==> src/evt_pkg.sv <==
package evt_pkg;

  // Register byte offsets
  localparam logic [7:0] OFS_CTRL   = 8'h00;
  localparam logic [7:0] OFS_SP     = 8'h04;
  localparam logic [7:0] OFS_PID1_A = 8'h08;
  localparam logic [7:0] OFS_PID1_D = 8'h0c;
  localparam logic [7:0] OFS_SWAP_PARAM_SET_A = 8'h10;
  localparam logic [7:0] OFS_SWAP_PARAM_SET_D = 8'h14;
  localparam logic [7:0] OFS_STATUS = 8'h18;
  localparam logic [7:0] OFS_PEAK   = 8'h1c;
  localparam logic [7:0] OFS_DEV    = 8'h20;
  localparam logic [7:0] OFS_RATE   = 8'h24;
  localparam logic [7:0] OFS_HEATER = 8'h28;
  localparam logic [7:0] OFS_DEMAND = 8'h2c;

  // Control register fields
  localparam int CTRL_FN_LSB   = 0;
  localparam int CTRL_FMT_BIT  = 4;
  localparam int CTRL_MODE_LSB = 5;
  localparam int CTRL_FILE_BIT = 7;
  localparam int CTRL_CT_BIT   = 8;
  localparam int CTRL_W        = 9;
  localparam logic [CTRL_W-1:0] CTRL_RST = 9'h000;

  // Timing
  localparam int unsigned CLK_HZ        = 10_000_000;
  localparam int unsigned PEAK_HOLD_S   = 6;
  localparam int unsigned RELOAD_HOLD_S = 3;
  localparam int unsigned RATE_WIN_S    = 60;

  typedef enum logic [3:0] {
    FN_NONE = 4'h0, FN_SP2 = 4'h1, FN_SWAP_PARAM_SET = 4'h2, FN_SP_PID = 4'h3,
    FN_CLR1 = 4'h4, FN_CLR2 = 4'h5, FN_CLR_BOTH = 4'h6,
    FN_KILL1 = 4'h7, FN_KILL2 = 4'h8, FN_KILL_BOTH = 4'h9, FN_LOCK = 4'ha
  } evt_fn_e;

  typedef enum logic [1:0] {
    SPM_PRIMARY = 2'h0, SPM_DUAL = 2'h1, SPM_RAMP_MIN = 2'h2, SPM_RAMP_HOUR = 2'h3
  } sp_mode_e;

  typedef struct packed {
    logic [15:0] prop_band;
    logic [15:0] integral_time;
    logic [15:0] derivative_time;
  } pid_set_s;

  typedef struct packed {
    logic [15:0] primary_setpoint;
    logic [15:0] secondary_setpoint;
    pid_set_s    pid;
  } param_file_s;

  // Default files: 0 for Celsius, 1 for Fahrenheit
  localparam param_file_s DFLT_FILE0 = '{16'h0064, 16'h0032, '{16'h000a, 16'h0064, 16'h0019}};
  localparam param_file_s DFLT_FILE1 = '{16'h00d4, 16'h007a, '{16'h00b4, 16'h0064, 16'h00fa}};

endpackage

==> src/event_input_function_logic.sv <==
`timescale 1ns/10ps
`default_nettype none
module event_input_function_logic
  import evt_pkg::*;
#(
  parameter int unsigned PEAK_HOLD_CYC   = PEAK_HOLD_S * CLK_HZ,
  parameter int unsigned RELOAD_HOLD_CYC = RELOAD_HOLD_S * CLK_HZ,
  parameter int unsigned RATE_WIN_CYC    = RATE_WIN_S * CLK_HZ
) (
  // Clock and reset
  input  wire logic        i_clk,
  input  wire logic        i_rst,
  // APB slave
  input  wire logic        i_psel,
  input  wire logic        i_penable,
  input  wire logic        i_pwrite,
  input  wire logic [7:0]  i_paddr,
  input  wire logic [31:0] i_pwdata,
  output logic      [31:0] o_prdata,
  output logic             o_pready,
  output logic             o_pslverr,
  // Pins
  input  wire logic        i_event_in,
  input  wire logic        i_key_peak_clear,
  input  wire logic        i_key_reload,
  // Control loop side
  input  wire logic [15:0] i_pv,
  input  wire logic [15:0] i_demand_one,
  input  wire logic [15:0] i_demand_two,
  input  wire logic [1:0]  i_alarm_cond,
  input  wire logic        i_tune_done,
  input  wire pid_set_s    i_tune_result,
  input  wire logic        i_heater_on,
  input  wire logic [15:0] i_in2_value,
  // Results
  output logic      [15:0] o_active_setpoint,
  output pid_set_s         o_active_pid,
  output logic      [15:0] o_deviation,
  output logic      [15:0] o_output_one_demand,
  output logic      [15:0] o_output_two_demand,
  output logic      [1:0]  o_alarm,
  output logic             o_param_locked,
  output logic             o_reload_pulse
);

  function automatic logic [29:0] hold_count(input logic held, input logic [29:0] cnt,
                                             input int unsigned lim);
    hold_count = !held ? 30'h0 : (cnt == lim[29:0]) ? cnt : cnt + 30'h1;
  endfunction

  // Synchronisers
  logic [2:0] pin_meta_r, pin_sync_r;
  logic       ev_prev_r;
  always_ff @(posedge i_clk) begin
    if (i_rst) begin
      pin_meta_r <= 3'h0;
      pin_sync_r <= 3'h0;
      ev_prev_r  <= 1'b0;
    end else begin
      pin_meta_r <= {i_key_reload, i_key_peak_clear, i_event_in};
      pin_sync_r <= pin_meta_r;
      ev_prev_r  <= pin_sync_r[0];
    end
  end

  logic ev, ev_rise, ev_fall;
  assign ev      = pin_sync_r[0];
  assign ev_rise = ev & ~ev_prev_r;
  assign ev_fall = ~ev & ev_prev_r;

  // Configuration state
  logic [CTRL_W-1:0] ctrl_r, ctrl_nxt;
  logic [15:0]       sp1_r, sp1_nxt, sp2_r, sp2_nxt;
  pid_set_s          pid1_r, pid1_nxt, swap_param_set_r, swap_param_set_nxt;

  evt_fn_e  fn;
  sp_mode_e sp_mode;
  assign fn      = evt_fn_e'(ctrl_r[CTRL_FN_LSB +: 4]);
  assign sp_mode = sp_mode_e'(ctrl_r[CTRL_MODE_LSB +: 2]);

  logic sp2_avail, use_sp2, use_swap_param_set, locked, kill1, kill2, clr1, clr2;
  logic [15:0] sp2_value, active_sp;
  pid_set_s    active_pid;
  assign sp2_avail = (sp_mode != SPM_PRIMARY);
  assign use_sp2   = ev & sp2_avail & (fn == FN_SP2 || fn == FN_SP_PID);
  assign use_swap_param_set  = ev & (fn == FN_SWAP_PARAM_SET || fn == FN_SP_PID);
  assign sp2_value = ctrl_r[CTRL_FMT_BIT] ? 16'(sp1_r + sp2_r) : sp2_r;
  assign active_sp  = use_sp2 ? sp2_value : sp1_r;
  assign active_pid = use_swap_param_set ? swap_param_set_r : pid1_r;
  assign locked    = ev & (fn == FN_LOCK);
  assign kill1     = ev & (fn == FN_KILL1 || fn == FN_KILL_BOTH);
  assign kill2     = ev & (fn == FN_KILL2 || fn == FN_KILL_BOTH);
  assign clr1      = ev & (fn == FN_CLR1 || fn == FN_CLR_BOTH);
  assign clr2      = ev & (fn == FN_CLR2 || fn == FN_CLR_BOTH);

  // APB decode; zero wait states
  logic access, wr_ok, mapped, is_param;
  assign access   = i_psel & i_penable;
  assign is_param = (i_paddr == OFS_CTRL) || (i_paddr == OFS_SP) ||
                    (i_paddr == OFS_PID1_A) || (i_paddr == OFS_PID1_D) ||
                    (i_paddr == OFS_SWAP_PARAM_SET_A) || (i_paddr == OFS_SWAP_PARAM_SET_D);
  assign mapped   = is_param || (i_paddr == OFS_STATUS) || (i_paddr == OFS_PEAK) ||
                    (i_paddr == OFS_DEV) || (i_paddr == OFS_RATE) ||
                    (i_paddr == OFS_HEATER) || (i_paddr == OFS_DEMAND);
  assign wr_ok    = access & i_pwrite & is_param & ~locked;
  assign o_pready = 1'b1;
  // Writes to read-only views are refused too, so software sees them fail
  assign o_pslverr = access & (~mapped | (i_pwrite & (~is_param | locked)));

  // Key hold timers
  logic [29:0] peak_cnt_r, peak_cnt_nxt, rel_cnt_r, rel_cnt_nxt;
  logic        peak_fire, reload_fire;
  assign peak_cnt_nxt = hold_count(pin_sync_r[1], peak_cnt_r, PEAK_HOLD_CYC);
  assign rel_cnt_nxt  = hold_count(pin_sync_r[2], rel_cnt_r, RELOAD_HOLD_CYC);
  assign peak_fire    = (peak_cnt_nxt == PEAK_HOLD_CYC[29:0]) &&
                        (peak_cnt_r != PEAK_HOLD_CYC[29:0]);
  assign reload_fire  = (rel_cnt_nxt == RELOAD_HOLD_CYC[29:0]) &&
                        (rel_cnt_r != RELOAD_HOLD_CYC[29:0]) && !locked;

  always_comb begin
    param_file_s dflt;
    dflt     = ctrl_r[CTRL_FILE_BIT] ? DFLT_FILE1 : DFLT_FILE0;
    ctrl_nxt = ctrl_r;
    sp1_nxt  = sp1_r;
    sp2_nxt  = sp2_r;
    pid1_nxt = pid1_r;
    swap_param_set_nxt = swap_param_set_r;
    if (wr_ok) begin
      unique case (i_paddr)
        OFS_CTRL:   ctrl_nxt = i_pwdata[CTRL_W-1:0];
        OFS_SP:     {sp2_nxt, sp1_nxt} = i_pwdata;
        OFS_PID1_A: {pid1_nxt.integral_time, pid1_nxt.prop_band} = i_pwdata;
        OFS_PID1_D: pid1_nxt.derivative_time = i_pwdata[15:0];
        OFS_SWAP_PARAM_SET_A: {swap_param_set_nxt.integral_time, swap_param_set_nxt.prop_band} = i_pwdata;
        OFS_SWAP_PARAM_SET_D: swap_param_set_nxt.derivative_time = i_pwdata[15:0];
        default: ;
      endcase
    end
    if (i_tune_done) begin
      if (use_swap_param_set) swap_param_set_nxt = i_tune_result;
      else          pid1_nxt = i_tune_result;
    end
    if (reload_fire) begin
      sp1_nxt  = dflt.primary_setpoint;
      sp2_nxt  = dflt.secondary_setpoint;
      pid1_nxt = dflt.pid;
      swap_param_set_nxt = dflt.pid;
    end
  end

  always_ff @(posedge i_clk) begin
    if (i_rst) begin
      ctrl_r     <= CTRL_RST;
      sp1_r      <= DFLT_FILE0.primary_setpoint;
      sp2_r      <= DFLT_FILE0.secondary_setpoint;
      pid1_r     <= DFLT_FILE0.pid;
      swap_param_set_r     <= DFLT_FILE0.pid;
      peak_cnt_r <= 30'h0;
      rel_cnt_r  <= 30'h0;
    end else begin
      ctrl_r     <= ctrl_nxt;
      sp1_r      <= sp1_nxt;
      sp2_r      <= sp2_nxt;
      pid1_r     <= pid1_nxt;
      swap_param_set_r     <= swap_param_set_nxt;
      peak_cnt_r <= peak_cnt_nxt;
      rel_cnt_r  <= rel_cnt_nxt;
    end
  end

  // Monitoring; read-only, nothing here feeds control
  logic [15:0] peak_hi_r, peak_hi_nxt, peak_lo_r, peak_lo_nxt;
  logic        peak_empty_r, peak_empty_nxt;
  logic [29:0] rate_cnt_r, rate_cnt_nxt;
  logic [15:0] pv_mark_r, pv_mark_nxt, rise_r, rise_nxt, fall_r, fall_nxt;
  logic        mark_ok_r, mark_ok_nxt;
  logic [15:0] heater_r, heater_nxt;

  always_comb begin
    logic [15:0] rate;
    rate           = 16'(i_pv - pv_mark_r);
    peak_empty_nxt = 1'b0;
    peak_hi_nxt    = peak_hi_r;
    peak_lo_nxt    = peak_lo_r;
    if (peak_empty_r || peak_fire) begin
      peak_hi_nxt = i_pv;
      peak_lo_nxt = i_pv;
    end else begin
      if ($signed(i_pv) > $signed(peak_hi_r)) peak_hi_nxt = i_pv;
      if ($signed(i_pv) < $signed(peak_lo_r)) peak_lo_nxt = i_pv;
    end
    rate_cnt_nxt = rate_cnt_r + 30'h1;
    pv_mark_nxt  = pv_mark_r;
    mark_ok_nxt  = mark_ok_r;
    rise_nxt     = rise_r;
    fall_nxt     = fall_r;
    if (rate_cnt_r == 30'(RATE_WIN_CYC - 1)) begin
      rate_cnt_nxt = 30'h0;
      pv_mark_nxt  = i_pv;
      mark_ok_nxt  = 1'b1;
      if (mark_ok_r && $signed(rate) > $signed(rise_r)) rise_nxt = rate;
      if (mark_ok_r && $signed(rate) < $signed(fall_r)) fall_nxt = rate;
    end
    heater_nxt = heater_r;
    if (!ctrl_r[CTRL_CT_BIT] || i_heater_on) heater_nxt = i_in2_value;
  end

  always_ff @(posedge i_clk) begin
    if (i_rst) begin
      peak_empty_r <= 1'b1;
      peak_hi_r    <= 16'h0;
      peak_lo_r    <= 16'h0;
      rate_cnt_r   <= 30'h0;
      pv_mark_r    <= 16'h0;
      mark_ok_r    <= 1'b0;
      rise_r       <= 16'h0;
      fall_r       <= 16'h0;
      heater_r     <= 16'h0;
    end else begin
      peak_empty_r <= peak_empty_nxt;
      peak_hi_r    <= peak_hi_nxt;
      peak_lo_r    <= peak_lo_nxt;
      rate_cnt_r   <= rate_cnt_nxt;
      pv_mark_r    <= pv_mark_nxt;
      mark_ok_r    <= mark_ok_nxt;
      rise_r       <= rise_nxt;
      fall_r       <= fall_nxt;
      heater_r     <= heater_nxt;
    end
  end

  // Control outputs
  logic [15:0] sp_out_nxt, dev_nxt, dem1_nxt, dem2_nxt;
  logic [1:0]  alarm_nxt;

  always_comb begin
    sp_out_nxt = active_sp;
    dev_nxt    = 16'(i_pv - active_sp);
    dem1_nxt   = kill1 ? 16'h0 : i_demand_one;
    dem2_nxt   = kill2 ? 16'h0 : i_demand_two;
    // Clear holds while active, so a latched alarm re-arms on release
    alarm_nxt  = (o_alarm | i_alarm_cond) & ~{clr2, clr1};
  end

  always_ff @(posedge i_clk) begin
    if (i_rst) begin
      o_active_setpoint   <= DFLT_FILE0.primary_setpoint;
      o_active_pid        <= DFLT_FILE0.pid;
      o_deviation         <= 16'h0;
      o_output_one_demand <= 16'h0;
      o_output_two_demand <= 16'h0;
      o_alarm             <= 2'h0;
      o_param_locked      <= 1'b0;
      o_reload_pulse      <= 1'b0;
    end else begin
      o_active_setpoint   <= sp_out_nxt;
      o_active_pid        <= active_pid;
      o_deviation         <= dev_nxt;
      o_output_one_demand <= dem1_nxt;
      o_output_two_demand <= dem2_nxt;
      o_alarm             <= alarm_nxt;
      o_param_locked      <= locked;
      o_reload_pulse      <= reload_fire;
    end
  end

  // Read mux; reading views has no side effect on control
  always_comb begin
    o_prdata = 32'h0;
    if (access && !i_pwrite) begin
      unique case (i_paddr)
        OFS_CTRL:   o_prdata = {23'h0, ctrl_r};
        OFS_SP:     o_prdata = {sp2_r, sp1_r};
        OFS_PID1_A: o_prdata = {pid1_r.integral_time, pid1_r.prop_band};
        OFS_PID1_D: o_prdata = {16'h0, pid1_r.derivative_time};
        OFS_SWAP_PARAM_SET_A: o_prdata = {swap_param_set_r.integral_time, swap_param_set_r.prop_band};
        OFS_SWAP_PARAM_SET_D: o_prdata = {16'h0, swap_param_set_r.derivative_time};
        OFS_STATUS: o_prdata = {24'h0, o_alarm, use_swap_param_set, use_sp2, locked, sp2_avail, 1'b0, ev};
        OFS_PEAK:   o_prdata = {peak_lo_r, peak_hi_r};
        OFS_DEV:    o_prdata = {o_active_setpoint, o_deviation};
        OFS_RATE:   o_prdata = {fall_r, rise_r};
        OFS_HEATER: o_prdata = {16'h0, heater_r};
        OFS_DEMAND: o_prdata = {o_output_two_demand, o_output_one_demand};
        default:    o_prdata = 32'h0;
      endcase
    end
  end
endmodule // event_input_function_logic
`default_nettype wire

==> config.mk <==
export PLATFORM = sky130hd
export DESIGN_NAME = event_input_function_logic
export DESIGN_NICKNAME = d
export VERILOG_FILES = /design/src/evt_pkg.sv /design/src/event_input_function_logic.sv
export SDC_FILE = /design/constraint.sdc
export NUM_CORES = 1
export LEC_CHECK = 0
export BUFFER_PORTS_ARGS = -buffer_cell sky130_fd_sc_hd__clkbuf_2
export CORE_UTILIZATION = 55
export DETAILED_ROUTE_END_ITERATION = 7
export PLACE_DENSITY = 0.75
export REMOVE_ABC_BUFFERS = 1
export SLEW_MARGIN = 15
export SYNTH_ARGS = -nofsm -noshare
export SYNTH_HDL_FRONTEND = slang
export SYNTH_SLANG_ARGS = --single-unit
==> constraint.sdc <==
create_clock -name i_clk -period 8.2 [get_ports i_clk]
set_clock_uncertainty 0.2 [all_clocks]
set_input_delay 2.05 -clock i_clk [delete_from_list [all_inputs] [get_ports i_clk]]
set_output_delay 2.05 -clock i_clk [all_outputs]
set_load 0.01 [all_outputs]
==> results.sh <==
export IMPL_synth_area_leaders="dfxtp_1 38%, mux2i_1 7.4%, ha_1 6.0%"
export IMPL_htreeDepth=2
export IMPL_grt_usage_pct=35.2
export IMPL_swShare_pct=24.7
export IMPL_power_clock_fraction_pct=45.4
export IMPL_hold_viol=0
export IMPL_wirelength_mm=78.2
export IMPL_hp_class="reg2reg"
export IMPL_vias=22200
export IMPL_irDropWorstVdd_mv=0.170
export IMPL_layout_commonest_cell="dfxtp_1"
export IMPL_max_stage_delay_ps=930
export IMPL_die_h_um=208
export IMPL_area_delta_synth_final_pct=15.0
export IMPL_fp_dieW_um=208
export IMPL_cp_start_kind="primary input"
export IMPL_core_um2=41900
export IMPL_synth_distinct_cells=80
export IMPL_crit_arrival_ps=4970
export IMPL_dp_hpwl_mm=55.4
export IMPL_worst_pin_slew_ps=1230
export IMPL_fill_cells=3610
export IMPL_slowest_stage="nor2_2"
export IMPL_rsz0062_at_grt="false"
export IMPL_cts_buffer_depth=3
export IMPL_cp_cell_sequence="clkbuf_2 -> nor3_1 -> nand2b_1 -> nor2_2 -> a221oi_1 -> and3_1 -> a31oi_1 -> clkbuf_2"
export IMPL_synth_seq_area_share_pct=38.4
export IMPL_grt_max_degree=72
export IMPL_first_global_vias=21200
export IMPL_fin_nets=3283
export IMPL_crit_type="in2out"
export IMPL_tritoncts="yes"
export IMPL_drv_slew=0
export IMPL_max_clock_freq_ghz=0.138
export IMPL_drt_pass1_iter_count=8
export IMPL_clock_sinks=447
export IMPL_initial_core_util_pct=55.7
export IMPL_synth_largest_area_cell="dfxtp_1"
export IMPL_finalInstanceArea_um2=26800
export IMPL_async_reset_ff_share_pct=0
export IMPL_power_density_nw_per_um2=187
export IMPL_crit_top_cell="clkbuf_2"
export IMPL_gp_congestion=0.977
export IMPL_cts_root_buf="clkbuf_16"
export IMPL_worst_ep_required_time_ps=5950
export IMPL_switchingPower_mw=1.24
export IMPL_synth_top_area_share_pct=38.4
export IMPL_drc=0
export IMPL_viasPerCell=6.19
export IMPL_critPathMaxFanout=16
export IMPL_clk_latency_ps=600
export IMPL_grt_ovfl_total=0
export IMPL_finalSetupViolations=0
export IMPL_numCtsBuffers=48
export IMPL_status="finished, final reports clean"
export IMPL_finish_utilization_pct=64.0
export IMPL_syn_avg_cell_area_um2=8.37
export IMPL_synth_seq_cells=447
export IMPL_synth_main_ff_cell="dfxtp_1"
export IMPL_cts_repair_resized=0
export IMPL_netlist_area_um2=23300
export IMPL_rows=75
export IMPL_pin_count=314
export IMPL_power_frac_seq_pct=45.9
export IMPL_multiInputGateArea_um2=13300
export IMPL_ys_warn_count=0
export IMPL_placed_cell_area_um2=25100
export IMPL_combPwrFrac_pct=8.7
export IMPL_grt_pass1_wl_mm=119
export IMPL_r2r_setup_slack_ps=2780
export IMPL_ant_nets=0
export IMPL_synth_cells=2783
export IMPL_drive_gt1_share_pct=15.7
export IMPL_port_buffers=312
export IMPL_final_cell_mix="447 x dfxtp_1, 365 x nand2_1, 311 x clkbuf_2"
export IMPL_synth_edf_count=0
export IMPL_seq_area_um2=8950
export IMPL_fin_crit_ps=7220
export IMPL_end_kind="output pin"
export IMPL_p_int_mw=3.76
export IMPL_clkTransAtPathRegs_ps=60
export IMPL_postCtsSetupRepairBufs=0
export IMPL_leakage_nw=10.3
export IMPL_cts_hold_buf=0
export IMPL_maxCapViolCount=0
export IMPL_antenna_found_initial=4
export IMPL_drt_iter0_drc=2212
export IMPL_period_share_pct=88.1
export IMPL_slew_headroom_pct=18.2
export IMPL_die_area_um2=43200
export IMPL_drt_wirelength_per_cell_um=21.8
[path summary, 6_finish.rpt]
| kind | startpoint | endpoint | depth (start not counted) |
|---|---|---|---|
| setup / recovery | i_paddr[4] | o_prdata[4] | 8 |
| hold / removal | pin_meta_r[1]$_SDFF_PP0_ | pin_sync_r[1]$_SDFF_PP0_ | 1 |
| setup reg to reg | pv_mark_r[2]$_SDFFE_PP0P_ | fall_r[13]$_SDFFE_PP0P_ | 20 |
| hold reg to reg | pin_meta_r[1]$_SDFF_PP0_ | pin_sync_r[1]$_SDFF_PP0_ | 1 |
[flip-flops by register name, indices dropped and copies added (netlist names), 2 cells and up]
name / flops
fall_r: 16
pv_mark_r: 16
o_deviation: 16
o_alarm: 2
sp1_r: 16
rise_r: 16
peak_hi_r: 16
peak_lo_r: 16
peak_cnt_r: 30
pid1_r: 48
pin_meta_r: 3
o_output_one_demand: 16
heater_r: 16
rel_cnt_r: 30
o_active_pid: 48
o_output_two_demand: 16
ctrl_r: 9
rate_cnt_r: 30
o_active_setpoint: 16
swap_param_set_r: 48
sp2_r: 16
pin_sync_r: 3
[per-layer routing]
layer / wire, µm / track usage, %
met2: 36200 / 58.4
met5: 39 / 0
met3: 6980 / 7.87
met1: 30400 / 41.8
met4: 4550 / 20.7
[logic make-up after synthesis]
logic type,synth area share (%)
and+or+nand+nor,21.1
other,0.0161
xor gates and xnor gates,4.55
muxes,7.49
AOI/OAI and AO/OA,17.1
DFF,38.4
adders and majority gates,6.27
buffers and inverters,5.04
[critical path: cells and delay by family]
kind | cells | cell delay (ps)
buf+inv | 2 | 360
simple gates | 4 | 1840
compound gates | 2 | 720
[area by class of cell]
| type | count | share of cell area, % |
|---|---|---|
| Multi-Input combinational cell | 2059 | 49.7 |
| Antenna cell | 3 | 0.0280 |
| Sequential cell | 447 | 33.4 |
| Clock buffer | 73 | 5.47 |
| Timing Repair Buffer | 345 | 6.78 |
| Clock inverter | 12 | 0.654 |
| Inverter | 103 | 1.44 |
| Tap cell | 539 | 2.52 |
[per-stage QoR]
stage | power [mW] | cells | hold WS, ps | setup TNS [ps] | setup WS [ps]
finish | 5.00 | 3581 | 247 | 0 | 979
global route | 5.16 | 3578 | 263 | 0 | 883
CTS | 5.01 | 3578 | 252 | 0 | 1290
detailed placement | 2.77 | 3493 | 231 | 0 | 955
global placement | 2.75 | 3493 | 221 | 0 | 1190
floorplan | 2.56 | 2609 | 214 | -123420 | -1510
[power by group through the flow]
stage / sequential [mW] / combinational, mW / clock [mW]
6_report: 2.30 / 0.435 / 2.27
3_5_place_dp: 2.34 / 0.426 / 0
3_3_place_gp: 2.34 / 0.414 / 0
5_1_grt: 2.30 / 0.479 / 2.39
4_1_cts: 2.29 / 0.430 / 2.29
2_1_floorplan: 2.33 / 0.229 / 0
[synthesized netlist by cell type (all sizes together) (60+ instances only)]
cell type	instances
a211oi	77
a21oi	175
clkbuf	118
dfxtp	447
ha	112
inv	102
mux2i	172
nand2	370
nand3	70
nor2	314
o21ai	60
xnor2	61
xor2	60
Note: power is estimated with default switching activity, not from simulation.
